===== config.mk =====
export PLATFORM = sky130hd
export DESIGN_NAME = host_address_decode_map
export DESIGN_NICKNAME = d
export VERILOG_FILES = /design/src/rtl/region_decoder.v /design/src/rtl/translation_table.v /design/src/rtl/host_address_decode_map.v
export VERILOG_INCLUDE_DIRS = /design/src /design/src/rtl
export SDC_FILE = /design/constraint.sdc
export NUM_CORES = 1
export LEC_CHECK = 0
export ABC_CLOCK_PERIOD_IN_PS = 3450
export BUFFER_PORTS_ARGS = -buffer_cell sky130_fd_sc_hd__buf_2
export CAP_MARGIN = 10
export CORE_ASPECT_RATIO = 1.5
export CORE_MARGIN = 2
export CORE_UTILIZATION = 35
export CTS_BUF_LIST = sky130_fd_sc_hd__clkbuf_16
export DETAILED_ROUTE_END_ITERATION = 7
export PLACE_DENSITY_LB_ADDON = 0.15
export SLEW_MARGIN = 30
export SYNTH_ARGS = -nofsm -noshare
export SYNTH_HDL_FRONTEND = slang
export SYNTH_SLANG_ARGS = --single-unit

===== constraint.sdc =====
create_clock -name clock -period 3.45 [get_ports clock]
set_input_delay 0.5175 -clock clock [delete_from_list [all_inputs] [get_ports clock]]
set_output_delay 0.5175 -clock clock [all_outputs]
set_load 0.005 [all_outputs]

===== src/rtl/host_decode_map.vh =====
// Address map, region indices and control bit positions for the host decode block
`ifndef HOST_DECODE_MAP_VH
`define HOST_DECODE_MAP_VH

// Physical PIO window: bits 35:22 fixed, 21:20 match the id pins
`define SYS_WIN_HI    14'h005C
`define OFF_HI_ZERO   4'h0

// Region base offsets inside the 64K map
`define CHIP_BASE     17'h00008
`define DESC_BASE     17'h01000
`define MIRAM_BASE    17'h02000
`define MIRES_BASE    17'h03000
`define BIRAM_BASE    17'h04000
`define BTAB_BASE     17'h05000
`define BBUF_BASE     17'h07000
`define BBUF_IN       17'h07800
`define DRAM_BASE     17'h08000
`define DRAM_B_BASE   17'h08800
`define DRAM_C_BASE   17'h09000
`define DUNUSED_BASE  17'h09800
`define UNUSED_BASE   17'h0C000
`define KREG_BASE     17'h0E000
`define TLB_BASE      17'h0F000
`define MAP_TOP       17'h10000

// Region indices
`define RG_SAFE       0
`define RG_CHIP       1
`define RG_DESC       2
`define RG_MIRAM      3
`define RG_MIRES      4
`define RG_BIRAM      5
`define RG_BTAB       6
`define RG_BBUF       7
`define RG_DRAM       8
`define RG_DUNUSED    9
`define RG_UNUSED     10
`define RG_KREG       11
`define RG_TLB        12
`define RG_N          13

// Internal registers
`define PCS_OFF       16'h0010
`define PCS_HALT      0
`define PCS_GO        1
`define PCS_DMA_CLR   2
`define PERM_OFF      16'hE000
`define PERM_TLB_WE   0
`define PBASE_OFF     16'hE004

// Processor access kinds
`define ACC_LS        2'h0
`define ACC_COP1      2'h1
`define ACC_COPROCESSOR_THREE      2'h2
`define ACC_FETCH     2'h3

// DMA logical windows, bits 31:22
`define LIN_WIN       10'h002
`define TILE_WIN      10'h042
`define MAX_OUT       3'h4
`define PROC_HI_ZERO  16'h0000

`endif


===== src/rtl/region_decoder.v =====
// One-hot region decode of a 16-bit chip offset
`include "host_decode_map.vh"
module region_decoder (
   // Offset in, regions out
   input  wire [15:0]        off,
   input  wire               in_map,
   output wire [`RG_N-1:0]   rg
);
   localparam [(`RG_N+1)*17-1:0] BOUNDS = {
      `MAP_TOP, `TLB_BASE, `KREG_BASE, `UNUSED_BASE, `DUNUSED_BASE,
      `DRAM_BASE, `BBUF_BASE, `BTAB_BASE, `BIRAM_BASE, `MIRES_BASE,
      `MIRAM_BASE, `DESC_BASE, `CHIP_BASE, 17'h00000};
   wire [16:0] off_w;
   assign off_w = {1'b0, off};
   genvar i;
   generate
      for (i = 0; i < `RG_N; i = i + 1) begin : g_rg
         assign rg[i] = in_map && (off_w >= BOUNDS[i*17 +: 17]) && (off_w < BOUNDS[(i+1)*17 +: 17]);
      end
   endgenerate
endmodule


===== src/rtl/translation_table.v =====
// 64-entry page table mapping logical 64K pages to physical pages
module translation_table (
   // Clock
   input  wire       clock,
   // Write port
   input  wire       wr_en,
   input  wire [5:0] wr_idx,
   input  wire [5:0] wr_page,
   // Read ports
   input  wire [5:0] rd_idx_a,
   output wire [5:0] rd_page_a,
   input  wire [5:0] rd_idx_b,
   output wire [5:0] rd_page_b
);
   reg [5:0] pages [0:63];
   // Any logical page may point at any physical page, no adjacency needed
   always @(posedge clock) begin
      if (wr_en) begin
         pages[wr_idx] <= wr_page;
      end
   end
   assign rd_page_a = pages[rd_idx_a];
   assign rd_page_b = pages[rd_idx_b];
endmodule


===== src/rtl/host_address_decode_map.v =====
// Host PIO decode, processor permissions and DMA window translation
// Behaviour
// - Claim PIO when bits 21:20 equal id
// - Id pins affect PIO decode only
// - Unimplemented in-window reads return zeros
// - DMA system access confined to 4MB
// - Registers and RAM host-mapped, register files not
// - All interrupt sources on one pin
// - Media processor halts on exception
// - Descriptor sets reached by coprocessor three moves
// - Chip registers reached by coprocessor one moves
// - Offsets 0-7 safe, no register
// - Buffers: bitstream ok, media excepts
// - Table memory bitstream only
// - Instruction RAM only host and DMA
// - Three data banks shared, rest excepts
// - Two logical windows, DMA only
// - Table write by DMA needs host permission
// - Out-of-range DMA address halts, interrupts
// - Processor loads never reach system memory
// - Each entry maps one 64K page
// - Win arbitration first, multiple outstanding reads
// - Host accesses device directly
`include "host_decode_map.vh"
module host_address_decode_map (
   // Clock and reset
   input  wire        clock,
   input  wire        srst,
   // Identity pins
   input  wire [1:0]  chip_select_id_pins,
   // Host PIO request
   input  wire        host_valid,
   input  wire        host_write,
   input  wire [35:0] host_addr,
   input  wire [31:0] host_wdata,
   output reg         host_claim_ff,
   output reg         host_drive_oe_ff,
   output reg         host_rvalid_ff,
   output reg  [31:0] host_rdata_ff,
   // Internal target strobes
   output reg  [12:0] tgt_sel_ff,
   output reg  [15:0] tgt_off_ff,
   output reg         tgt_write_ff,
   output reg  [31:0] tgt_wdata_ff,
   input  wire [31:0] tgt_rdata,
   // Media processor
   input  wire        media_valid,
   input  wire [1:0]  media_kind,
   input  wire [31:0] media_addr,
   input  wire        media_core_exc,
   output reg         media_grant_ff,
   output reg         media_exc_ff,
   output reg         media_halt_ff,
   // Bitstream processor
   input  wire        bsp_valid,
   input  wire [1:0]  bsp_kind,
   input  wire [31:0] bsp_addr,
   output reg         bsp_grant_ff,
   output reg         bsp_exc_ff,
   // DMA engine
   input  wire        dma_valid,
   input  wire        dma_write,
   input  wire [31:0] dma_laddr,
   input  wire        dma_tlb_we,
   input  wire [5:0]  dma_tlb_idx,
   input  wire [5:0]  dma_tlb_page,
   output reg         dma_busy_ff,
   output reg         dma_halt_ff,
   output reg         dma_tlb_refused_ff,
   // System bus master side
   input  wire        bus_grant_n,
   input  wire        sys_read_done,
   output reg         bus_request_n_ff,
   output reg         sys_valid_ff,
   output reg         sys_write_ff,
   output reg  [35:0] sys_addr_ff,
   // Interrupts
   input  wire [3:0]  int_src,
   output reg         irq_n_ff
);
   localparam [2:0] S_IDLE = 3'b001;
   localparam [2:0] S_REQ  = 3'b010;
   localparam [2:0] S_ISS  = 3'b100;

   reg  [2:0]  state_ff;
   reg  [2:0]  out_cnt_ff;
   reg         h_rd_ff;
   reg  [12:0] h_rg_ff;
   reg         perm_ff;
   reg  [13:0] pbase_ff;
   reg         go_ff;
   reg         dma_wr_ff;

   wire [12:0] h_rg;
   wire [12:0] m_rg;
   wire [12:0] b_rg;
   wire        h_claim;
   wire        h_in_map;
   wire        h_pcs;
   wire        h_perm;
   wire        h_pbase;
   wire        h_tlb_wr;
   wire        h_pcs_wr;
   wire        d_tlb_ok;
   wire        tlb_we;
   wire [5:0]  tlb_widx;
   wire [5:0]  tlb_wpage;
   wire [5:0]  dma_page;
   wire [5:0]  host_page;
   wire        d_in_win;
   wire        m_ok;
   wire        b_ok;
   wire        issue;
   wire        ext_hit;

   // Window compare uses the id pins only here, never on arbitration lines
   assign h_claim  = host_valid && (host_addr[35:22] == `SYS_WIN_HI) &&
                     (host_addr[21:20] == chip_select_id_pins);
   assign h_in_map = host_addr[19:16] == `OFF_HI_ZERO;

   region_decoder u_host_dec (
      .off    (host_addr[15:0]),
      .in_map (h_in_map),
      .rg     (h_rg)
   );
   // Processor addresses above 64K include both system windows
   region_decoder u_media_dec (
      .off    (media_addr[15:0]),
      .in_map (media_addr[31:16] == `PROC_HI_ZERO),
      .rg     (m_rg)
   );
   region_decoder u_bsp_dec (
      .off    (bsp_addr[15:0]),
      .in_map (bsp_addr[31:16] == `PROC_HI_ZERO),
      .rg     (b_rg)
   );

   // Externally backed regions; reserved, unused and safe space stay zero
   assign ext_hit = h_rg[`RG_CHIP] | h_rg[`RG_DESC] | h_rg[`RG_MIRAM] | h_rg[`RG_BIRAM] |
                    h_rg[`RG_BTAB] | h_rg[`RG_BBUF] | h_rg[`RG_DRAM];
   assign h_pcs    = h_rg[`RG_CHIP] && (host_addr[15:0] == `PCS_OFF);
   assign h_perm   = h_rg[`RG_KREG] && (host_addr[15:0] == `PERM_OFF);
   assign h_pbase  = h_rg[`RG_KREG] && (host_addr[15:0] == `PBASE_OFF);
   assign h_tlb_wr = h_claim && host_write && h_rg[`RG_TLB];
   assign h_pcs_wr = h_claim && host_write && h_pcs;

   // Host write to the table wins; a DMA write needs the permission bit
   assign d_tlb_ok  = dma_tlb_we && perm_ff && !h_tlb_wr;
   assign tlb_we    = h_tlb_wr || d_tlb_ok;
   assign tlb_widx  = h_tlb_wr ? host_addr[7:2] : dma_tlb_idx;
   assign tlb_wpage = h_tlb_wr ? host_wdata[5:0] : dma_tlb_page;

   translation_table u_tlb (
      .clock     (clock),
      .wr_en     (tlb_we),
      .wr_idx    (tlb_widx),
      .wr_page   (tlb_wpage),
      .rd_idx_a  (dma_laddr[21:16]),
      .rd_page_a (dma_page),
      .rd_idx_b  (tgt_off_ff[7:2]),
      .rd_page_b (host_page)
   );

   // Only the two 4M logical windows translate
   assign d_in_win = (dma_laddr[31:22] == `LIN_WIN) || (dma_laddr[31:22] == `TILE_WIN);

   // Media: chip regs by cop1, descriptors by coprocessor_three, own IRAM fetch, data RAM
   assign m_ok = m_rg[`RG_SAFE] ||
                 (m_rg[`RG_CHIP] && media_kind == `ACC_COP1) ||
                 (m_rg[`RG_DESC] && media_kind == `ACC_COPROCESSOR_THREE) ||
                 (m_rg[`RG_MIRAM] && media_kind == `ACC_FETCH) ||
                 (m_rg[`RG_DRAM] && media_kind == `ACC_LS);
   // Bitstream: loads and stores across its regions, own IRAM fetch only
   assign b_ok = b_rg[`RG_SAFE] ||
                 ((b_rg[`RG_CHIP] | b_rg[`RG_DESC] | b_rg[`RG_BTAB] |
                   b_rg[`RG_BBUF] | b_rg[`RG_DRAM]) && bsp_kind == `ACC_LS) ||
                 (b_rg[`RG_BIRAM] && bsp_kind == `ACC_FETCH);

   assign issue = (state_ff == S_REQ) && !bus_grant_n &&
                  (dma_wr_ff || out_cnt_ff < `MAX_OUT);

   // Host stage one: claim and route
   always @(posedge clock) begin
      if (srst) begin
         host_claim_ff <= 1'b0;
         h_rd_ff       <= 1'b0;
         h_rg_ff       <= 13'h0000;
         tgt_sel_ff    <= 13'h0000;
         tgt_off_ff    <= 16'h0000;
         tgt_write_ff  <= 1'b0;
         tgt_wdata_ff  <= 32'h00000000;
      end else begin
         host_claim_ff <= h_claim;
         h_rd_ff       <= h_claim && !host_write;
         h_rg_ff       <= h_claim ? h_rg : 13'h0000;
         tgt_sel_ff    <= (h_claim && ext_hit && !h_pcs) ? h_rg : 13'h0000;
         tgt_off_ff    <= host_addr[15:0];
         tgt_write_ff  <= h_claim && host_write;
         tgt_wdata_ff  <= host_wdata;
      end
   end

   // Host stage two: read data, zeros where nothing is implemented
   always @(posedge clock) begin
      if (srst) begin
         host_rvalid_ff   <= 1'b0;
         host_drive_oe_ff <= 1'b0;
         host_rdata_ff    <= 32'h00000000;
      end else begin
         host_rvalid_ff   <= h_rd_ff;
         host_drive_oe_ff <= h_rd_ff;
         if (!h_rd_ff) begin
            host_rdata_ff <= 32'h00000000;
         end else if (|tgt_sel_ff) begin
            host_rdata_ff <= tgt_rdata;
         end else if (h_rg_ff[`RG_CHIP] && tgt_off_ff == `PCS_OFF) begin
            host_rdata_ff <= {29'h00000000, dma_halt_ff, go_ff, media_halt_ff};
         end else if (h_rg_ff[`RG_KREG] && tgt_off_ff == `PERM_OFF) begin
            host_rdata_ff <= {31'h00000000, perm_ff};
         end else if (h_rg_ff[`RG_KREG] && tgt_off_ff == `PBASE_OFF) begin
            host_rdata_ff <= {18'h00000, pbase_ff};
         end else if (h_rg_ff[`RG_TLB]) begin
            host_rdata_ff <= {26'h0000000, host_page};
         end else begin
            host_rdata_ff <= 32'h00000000;
         end
      end
   end

   // Host-owned control: permission, region base, processor control
   always @(posedge clock) begin
      if (srst) begin
         perm_ff  <= 1'b0;
         pbase_ff <= 14'h0000;
         go_ff    <= 1'b0;
      end else begin
         if (h_claim && host_write && h_perm) begin
            perm_ff <= host_wdata[`PERM_TLB_WE];
         end
         if (h_claim && host_write && h_pbase) begin
            pbase_ff <= host_wdata[13:0];
         end
         if (h_pcs_wr) begin
            go_ff <= host_wdata[`PCS_GO];
         end else if (media_halt_ff) begin
            go_ff <= 1'b0;
         end
      end
   end

   // Processor permission checks; a refused access is an address exception
   always @(posedge clock) begin
      if (srst) begin
         media_grant_ff <= 1'b0;
         media_exc_ff   <= 1'b0;
         media_halt_ff  <= 1'b0;
         bsp_grant_ff   <= 1'b0;
         bsp_exc_ff     <= 1'b0;
      end else begin
         media_grant_ff <= media_valid && !media_halt_ff && m_ok;
         media_exc_ff   <= media_valid && !media_halt_ff && !m_ok;
         bsp_grant_ff   <= bsp_valid && b_ok;
         bsp_exc_ff     <= bsp_valid && !b_ok;
         // A new exception outranks the host restart in the same cycle
         if ((media_valid && !m_ok) || media_core_exc || media_exc_ff) begin
            media_halt_ff <= 1'b1;
         end else if (h_pcs_wr) begin
            media_halt_ff <= host_wdata[`PCS_HALT] || !host_wdata[`PCS_GO];
         end
      end
   end

   // DMA path: range check, translate, arbitrate, issue
   always @(posedge clock) begin
      if (srst) begin
         state_ff         <= S_IDLE;
         dma_busy_ff      <= 1'b0;
         dma_halt_ff      <= 1'b0;
         dma_wr_ff        <= 1'b0;
         bus_request_n_ff <= 1'b1;
         sys_valid_ff     <= 1'b0;
         sys_write_ff     <= 1'b0;
         sys_addr_ff      <= 36'h000000000;
      end else begin
         if (h_pcs_wr && host_wdata[`PCS_DMA_CLR] && state_ff == S_IDLE && !dma_valid) begin
            dma_halt_ff <= 1'b0;
         end
         case (state_ff)
            S_IDLE: begin
               sys_valid_ff <= 1'b0;
               if (dma_valid && !dma_halt_ff) begin
                  if (d_in_win) begin
                     // Region base fixes the 4MB window, entry picks the 64K page
                     sys_addr_ff      <= {pbase_ff, dma_page, dma_laddr[15:0]};
                     sys_write_ff     <= dma_write;
                     dma_wr_ff        <= dma_write;
                     bus_request_n_ff <= 1'b0;
                     dma_busy_ff      <= 1'b1;
                     state_ff         <= S_REQ;
                  end else begin
                     dma_halt_ff <= 1'b1;
                  end
               end
            end
            S_REQ: begin
               if (issue) begin
                  sys_valid_ff     <= 1'b1;
                  bus_request_n_ff <= 1'b1;
                  state_ff         <= S_ISS;
               end
            end
            S_ISS: begin
               sys_valid_ff <= 1'b0;
               dma_busy_ff  <= 1'b0;
               state_ff     <= S_IDLE;
            end
            default: begin
               state_ff <= S_IDLE;
            end
         endcase
      end
   end

   // Outstanding read count; a read may launch before earlier data returns
   always @(posedge clock) begin
      if (srst) begin
         out_cnt_ff <= 3'h0;
      end else if (issue && !dma_wr_ff && !sys_read_done) begin
         out_cnt_ff <= out_cnt_ff + 3'h1;
      end else if (!(issue && !dma_wr_ff) && sys_read_done && out_cnt_ff != 3'h0) begin
         out_cnt_ff <= out_cnt_ff - 3'h1;
      end
   end

   // Refusal flag and single interrupt pin
   always @(posedge clock) begin
      if (srst) begin
         dma_tlb_refused_ff <= 1'b0;
         irq_n_ff           <= 1'b1;
      end else begin
         dma_tlb_refused_ff <= dma_tlb_we && !d_tlb_ok;
         irq_n_ff           <= !((|int_src) || dma_halt_ff || media_halt_ff);
      end
   end
endmodule


# Word level (Yosys, flattened, before mapping)
# Memory sizes are Yosys's and may differ from the RTL's. A register that Yosys moved wholly into a read port is not among the register bits.
# Index checks and enable logic that the tools add are counted.
[word_totals]
out_inout_bits = 145
input_bits = 230
word_cells = 289
ramBits = 384
memories = 1
ff_bits = 180
[classes]
muxes = 32
reduce_logical = 143
bitwise = 13
n_lt_le_gt_ge = 51
addsub = 2
eq_ne = 20
[mem_list]
columns = ["name", "words", "width", "rd", "rd_ports_with_merged_regs", "write_ports", "line", "source"]
rows = [
  ["u_tlb.pages", 64, 6, 2, 2, 1, "translation_table.v:15", "reg [5:0] pages [0:63];"],
]
[op_table]
columns = ["operator", "count"]
rows = [
  ["16-bit < comparator, second input constant", 8],
  ["16-bit >= comparator, second input constant", 7],
  ["16-bit by 15-bit >= comparator with 1-bit output, second input constant", 6],
  ["1-bit logical AND", 91],
  ["16-bit by 14-bit < comparator with 1-bit output, second input constant", 5],
  ["16-bit by 15-bit < comparator with 1-bit output, second input constant", 5],
  ["16-bit equality test, second input constant", 4],
  ["16-bit by 1-bit >= comparator with 1-bit output, second input constant", 3],
  ["16-bit by 13-bit >= comparator with 1-bit output, second input constant", 3],
  ["16-bit by 14-bit >= comparator with 1-bit output, second input constant", 3],
  ["16-bit by 4-bit >= comparator with 1-bit output, second input constant", 3],
  ["16-bit by 13-bit < comparator with 1-bit output, second input constant", 3],
  ["16-bit by 4-bit < comparator with 1-bit output, second input constant", 3],
  ["14-bit 2-to-1 mux", 3],
  ["16-bit by 5-bit equality test with 1-bit output, second input constant", 2],
  ["16-bit logical NOT", 2],
  ["32-bit 2-to-1 mux", 1],
  ["6-bit 2-to-1 mux", 4],
  ["16-bit by 17-bit < comparator with 1-bit output, second input constant", 1],
  ["1-bit logical NOT", 15],
  ["1-bit 2-to-1 mux", 15],
  ["3-bit 2-to-1 mux", 5],
  ["14-bit by 7-bit equality test with 1-bit output, second input constant", 1],
  ["1-bit logical OR", 14],
  ["other kinds (27)", 54],
]

# Longest topological paths before layout
[logic_depth]
depth_word = 13
depth_mapped = 11
depth_no_buf = 7

# Cells and area by module
# From an unflattened synthesis, not the netlist that was laid out.
[hier_totals]
cells_unflattened = 1663
hier_area_um2 = 24704.9
[modules_own_cells]
columns = ["mod", "area_each_um2", "cells_each", "instances"]
rows = [
  ["translation_table", 18018.5, 950, 1],
  ["host_address_decode_map", 6153.4, 620, 1],
  ["region_decoder", 177.7, 31, 3],
]

# Worst setup path after synthesis
# Ideal clock, no wire load.
[synth_timing]
path_kind = "input port to flip-flop"
startpoint = "in host_addr[31]"
endpoint = "mem u_tlb.pages[0][0], data pin"
required_ns = 2.936
setup_time_ns = 0.514
cell_stages = 7
slack_ns = 0.458
n_path_buf = 2
arrival_ns = 2.479
path_cell_list = "nor4_2 nand3_2 or4_4 buf_6 buf_2 nand2_1 nand2_1"
[synth_via]
elab_chain_len = 6
[synth_rtl]
columns = ["element", "line", "source"]
rows = [
  ["from (decl)", "host_address_decode_map.v:34", "input wire [35:0] host_addr,"],
  ["14-bit by 7-bit equality test with 1-bit output (no source line)", "--", ""],
  ["1-bit logical AND (2 in series)", "host_address_decode_map.v:117", "assign h_claim = host_valid && (host_addr[35:22] == `SYS_WIN_HI) &&"],
  ["1-bit logical AND (2 in series)", "host_address_decode_map.v:144", "assign h_tlb_wr = h_claim && host_write && h_rg[`RG_TLB];"],
  ["6-bit 2-to-1 mux", "host_address_decode_map.v:151", "assign tlb_wpage = h_tlb_wr ? host_wdata[5:0] : dma_tlb_page;"],
  ["via tlb_wpage[0]", "host_address_decode_map.v:107", "wire [5:0] tlb_wpage;"],
  ["to (decl)", "translation_table.v:15", ""],
]
# The timed path passes the listed nets, and every way through them passes these cells.

# Worst setup path after layout
[layout_timing]
startpoint = "reg tgt_off_ff[2]"
endpoint = "reg host_rdata_ff[1]"
[layout_via]
elab_chain_len = 6
[layout_rtl]
columns = ["element", "line", "source"]
rows = [
  ["from (decl)", "host_address_decode_map.v:42", "output reg [15:0] tgt_off_ff,"],
  ["from (signal assigned)", "host_address_decode_map.v:197", "tgt_off_ff <= host_addr[15:0];"],
  ["16-bit equality test (no source line)", "--", ""],
  ["1-bit logical AND (no source line)", "--", ""],
  ["14-bit 2-to-1 mux", "host_address_decode_map.v:220", "end else if (h_rg_ff[`RG_KREG] && tgt_off_ff == `PBASE_OFF) begin"],
  ["14-bit 2-to-1 mux", "host_address_decode_map.v:218", "end else if (h_rg_ff[`RG_KREG] && tgt_off_ff == `PERM_OFF) begin"],
  ["14-bit 2-to-1 mux (*)", "host_address_decode_map.v:216", "end else if (h_rg_ff[`RG_CHIP] && tgt_off_ff == `PCS_OFF) begin"],
  ["32-bit 2-to-1 mux (*)", "host_address_decode_map.v:214", "end else if (|tgt_sel_ff) begin"],
  ["to (signal assigned)", "host_address_decode_map.v:215", "host_rdata_ff <= tgt_rdata;"],
  ["to (signal assigned)", "host_address_decode_map.v:217", "host_rdata_ff <= {29'h00000000, dma_halt_ff, go_ff, media_halt_ff};"],
  ["to (signal assigned)", "host_address_decode_map.v:219", "host_rdata_ff <= {31'h00000000, perm_ff};"],
  ["to (decl)", "host_address_decode_map.v:39", "output reg [31:0] host_rdata_ff,"],
]
# Every way passes the cells marked *; elsewhere a longest branch is shown, timed or not.
# A chain may end at the register's enable or synchronous reset.

==> results.md <==
- The flow ran to the end, and the final reports show no timing, DRC or antenna violations.
- The count of endpoints failing setup in the final report is 0.
- The port buffer count is 367.
- The total global routing overflow is 0.
- The die is 329.8 µm tall.
- After detailed routing, the met2 layer carries 47,730 µm of wire.
- The core footprint is 0.07013 mm².
- Entering global routing, the biggest net connects 76 pins.
- The clock network latency to the later pin of the worst-skew pair is 620 ps.
- The worst supply voltage drop on vdd is 0.3763 mV.
- In the layout the commonest cells are 384 x sky130_fd_sc_hd__edfxtp_1, 364 x sky130_fd_sc_hd__buf_2, 166 x sky130_fd_sc_hd__dfxtp_1.
- The setup fix buffers added after clock tree synthesis is 0.
- The share of the core filled with cells is 0.4341.
- The final count of hold timing violations was 0.
- The critical path data required time is 4010 ps.
- The cell accounting for the most synthesized area is sky130_fd_sc_hd__edfxtp_1.
- STA classifies the critical path startpoint as a register.
- The worst hold path belongs to the class primary input to register.
- Dividing the synthesized area by the synthesized cell count gives 14.14 µm².
- For the worst setup path, the data arrival time is 3470 ps.
- The critical path goes through buf_12 > buf_4 > nor2_1 > nand4_1 > a21oi_1 > nor3b_1 > nand4_1 > a211oi_1 > or3_1.
- The clock period minus worst slack is 2907 ps.
- For this run, the top clock speed supported by timing is 0.3440 GHz.
- Setup repair after global routing left no endpoint under its margin.
- For hold timing, the worst endpoint is h_rd_ff.
- The worst setup path is captured at a register.
- The synthesized netlist contains 71 unique library cells.
- Hold repair after CTS inserted 0 buffers.
- The count of nets left with antenna violations once routing finished came out at 0.
- The worst setup path category is register to register.
- In this run the core area contains 119 standard-cell rows.
- Detailed placement finished with a half-perimeter wire length of 67,890 µm.
- Across all hold checks on the routed design, the worst slack comes to 97.42 ps.
- Max-cap violations in this run came to 0.
- The clock tree synthesis step divided the H-tree into 2 levels.
- The die is 221.2 µm wide.
- The number of global-route vias before repair is 18,210.
- Clock tree synthesis inserted a total of 54 buffers.
- The headroom to the max-slew limit is 0.3040.
- The TritonCTS clock tree is built.
- The area taken by multi-input logic gates is 0.009266 mm².
- The floorplan step defined a die boundary enclosing 0.07294 mm².
- The overall via count from detail_route is 17,840.
- The first-pass GRT wire length is 129,100 µm.
- The tree is rooted in a sky130_fd_sc_hd__clkbuf_16.
- The most used flip-flop cell after synthesis is sky130_fd_sc_hd__edfxtp_1.
- The max-slew violation count is 0.
- The count of cells resized by post-cts repair is 0.
- Of the synthesized area, sequential elements account for 0.6031.
- The area growth from synthesis to layout is 22.95%.
- The share of synthesized registers carrying an async set or reset is 0.
- The most frequent standard cell in the layout excluding fill and tap cells is sky130_fd_sc_hd__edfxtp_1.
- In the routed layout, each cell is associated on average with a via count of 5.637.
- In the final layout, the share of cells above drive strength 1 is 0.3565.
- The worst min-delay path startpoint is host_write.
- Counting along the longest clock path gives a buffer depth of 3.
- The pre-CTS setup slack is 126.8 ps.
- The critical register-to-register path endpoint is host_rdata_ff[1].
- Of the available clock period, the critical path in the final layout requires 0.8427.
- The final-layout fill cell count is 6,441.
- After clock tree synthesis, the clock-pin slew on the worst setup and hold paths is 60 ps.
- Dividing total power by cell area gives a power density of 487.2 mW/mm².
- The final worst clock skew is 10.28 ps.
- For this block, wires on met1 add up to 32,050 µm.
- For flop-to-flop paths, the worst setup slack is 540 ps.
- The slew of the pin with the lowest slew margin is 1039 ps.
- The synthesis-stage register bit count is 554.
- The I/O pin total is 375.
- The highest signal layer in the routed design is met5.
- The static leakage is 11.06 nW.
- The sum of negative setup slack is 0 ps.
- The average wire per standard cell is 28.70 µm.
- The starting density of the core is 0.3531.
- After the last flow step, the layout net total stands at 2,440.
- The share of the synthesized area in the top cell type is 0.4657.
- In the detailed route, the total length drawn on met3 is 5472 µm.
- By area the synthesized netlist is led by sky130_fd_sc_hd__edfxtp_1 47%, sky130_fd_sc_hd__mux4_2 15%, sky130_fd_sc_hd__dfxtp_1 14%.
- The routability congestion estimate is 0.9172.
- The master of the slowest instance on the critical path is sky130_fd_sc_hd__dfxtp_4.
- The startpoint of the worst register-to-register path is tgt_off_ff[2].
- The number of antenna violations at the first check in global routing was 14.
- The number of instances in the synthesized netlist is 1,751.
- Wires add up to 90,850 µm.
- Across every metal layer, demand over resource in global routing totals 0.2450.
- The most numerous cell type found on the critical path is sky130_fd_sc_hd__nand4_1.
- For this block, the initial DRC count from the detailed router was 1,453.
- The largest single stage delay on the critical path is 590 ps.
- The clock net in this run drives a total of 554 sinks.
- Yosys mapped a number of flops with a built-in enable equal to 384.
- The combined area of all synthesized cells is 0.02476 mm².
- Before antenna repair, the detailed router went through 5 iterations.
- The depth of the worst register-to-register path is 9.
- In the final layout, flip-flops and latches occupy 0.01494 mm².
- After detailed routing, the number of remaining DRC violations is 0.
- Along the worst hold path, the cell count comes to 2.
- The highest fanout seen on the critical path is 23.
- Across all setup checks in the final design, the least slack found is 542.7 ps.
- During synthesis, Yosys emitted a total of 0 warnings.
-- cells in the mapped netlist (all sizes together), types with 3 or more instances --
library cell,n
nor3b,12
edfxtp,384
or4,3
inv,10
a22o,10
a22oi,33
a211oi,18
and2,8
o31ai,8
nor4b,4
or3,5
mux4,164
nand2b,16
a21boi,13
o21ai,35
nand3b,9
a221oi,9
dfxtp,170
nor4,34
nand2,151
nor3,30
a21oi,70
buf,62
o221ai,9
mux2,14
a311oi,4
a31oi,34
mux2i,78
xnor2,6
or2,3
nor2b,71
nand4,12
nand3,17
o22ai,14
nor2,114
and3,30
clkbuf,58
-- sequential cells by signal, indices dropped and copies added, names as in the netlist, 3 cells and up --
register / cells
host_rdata_ff: 32
u_tlb.pages: 384
tgt_wdata_ff: 32
sys_addr_ff: 36
tgt_sel_ff: 13
tgt_off_ff: 16
state_ff: 3
out_cnt_ff: 3
h_rg_ff: 3
pbase_ff: 14
-- critical path, delay by kind of cell, from the launching register on --
kind / cells / cell delay (ps)
compound gates: 2 / 540
simple gates: 5 / 1230
flops: 1 / 590
buf+inv: 2 / 470
-- worst max-delay path by stage --
stage / startpoint / end / cells after the start
floorplan: host_addr[31] / u_tlb.pages[0][0] / 7
global placement: host_addr[17] / u_tlb.pages[53][5] / 9
detailed placement: host_addr[17] / u_tlb.pages[53][2] / 9
CTS: tgt_off_ff[2] / host_rdata_ff[1] / 9
global route: tgt_off_ff[2] / host_rdata_ff[1] / 9
finish: tgt_off_ff[2] / host_rdata_ff[1] / 9
-- cell type report --
type                            count  share of cell area
Antenna cell                        3           0.0002466
Clock buffer                       58             0.04767
Clock inverter                     44             0.01492
Inverter                           10            0.001233
Multi-Input combinational cell   1072              0.3044
Sequential cell                   554              0.4909
Tap cell                          907             0.03727
Timing Repair Buffer              517              0.1034
-- cell families after synthesis --
| kind of cell | count (synthesis) | share of synthesized area |
|---|---|---|
| adders and majority gates | 1 | 0.0008085 |
| AOI/OAI and AO/OA | 274 | 0.07246 |
| and+or+nand+nor | 529 | 0.1103 |
| muxes | 256 | 0.1871 |
| buffers and inverters | 130 | 0.02405 |
| DFF | 554 | 0.6031 |
| xor gates and xnor gates | 6 | 0.002122 |
| other | 1 | 0.0001514 |
-- power breakdown --
group          total, mW  switching, mW  internal, mW
logic               1.28          0.745         0.535
clock network       6.36           2.58          3.77
registers           7.20         0.0537          7.14
total               14.8           3.38          11.5
-- metrics by stage --
step	instances	power [mW]	area [µm²]
5_1_grt	3163	15.27	30440
2_1_floorplan	1756	7.979	24780
3_5_place_dp	3059	8.616	28520
4_1_cts	3161	14.98	30430
3_3_place_gp	3059	8.606	28520
6_report	3165	14.83	30450
-- layer usage --
layer  track usage  vias up
met4        0.1329        6
met3       0.03869      202
met2        0.4506      775
met1        0.2708     9064
met5             0        -
li1              -     7795
Note: power is estimated with default switching activity, not from simulation.
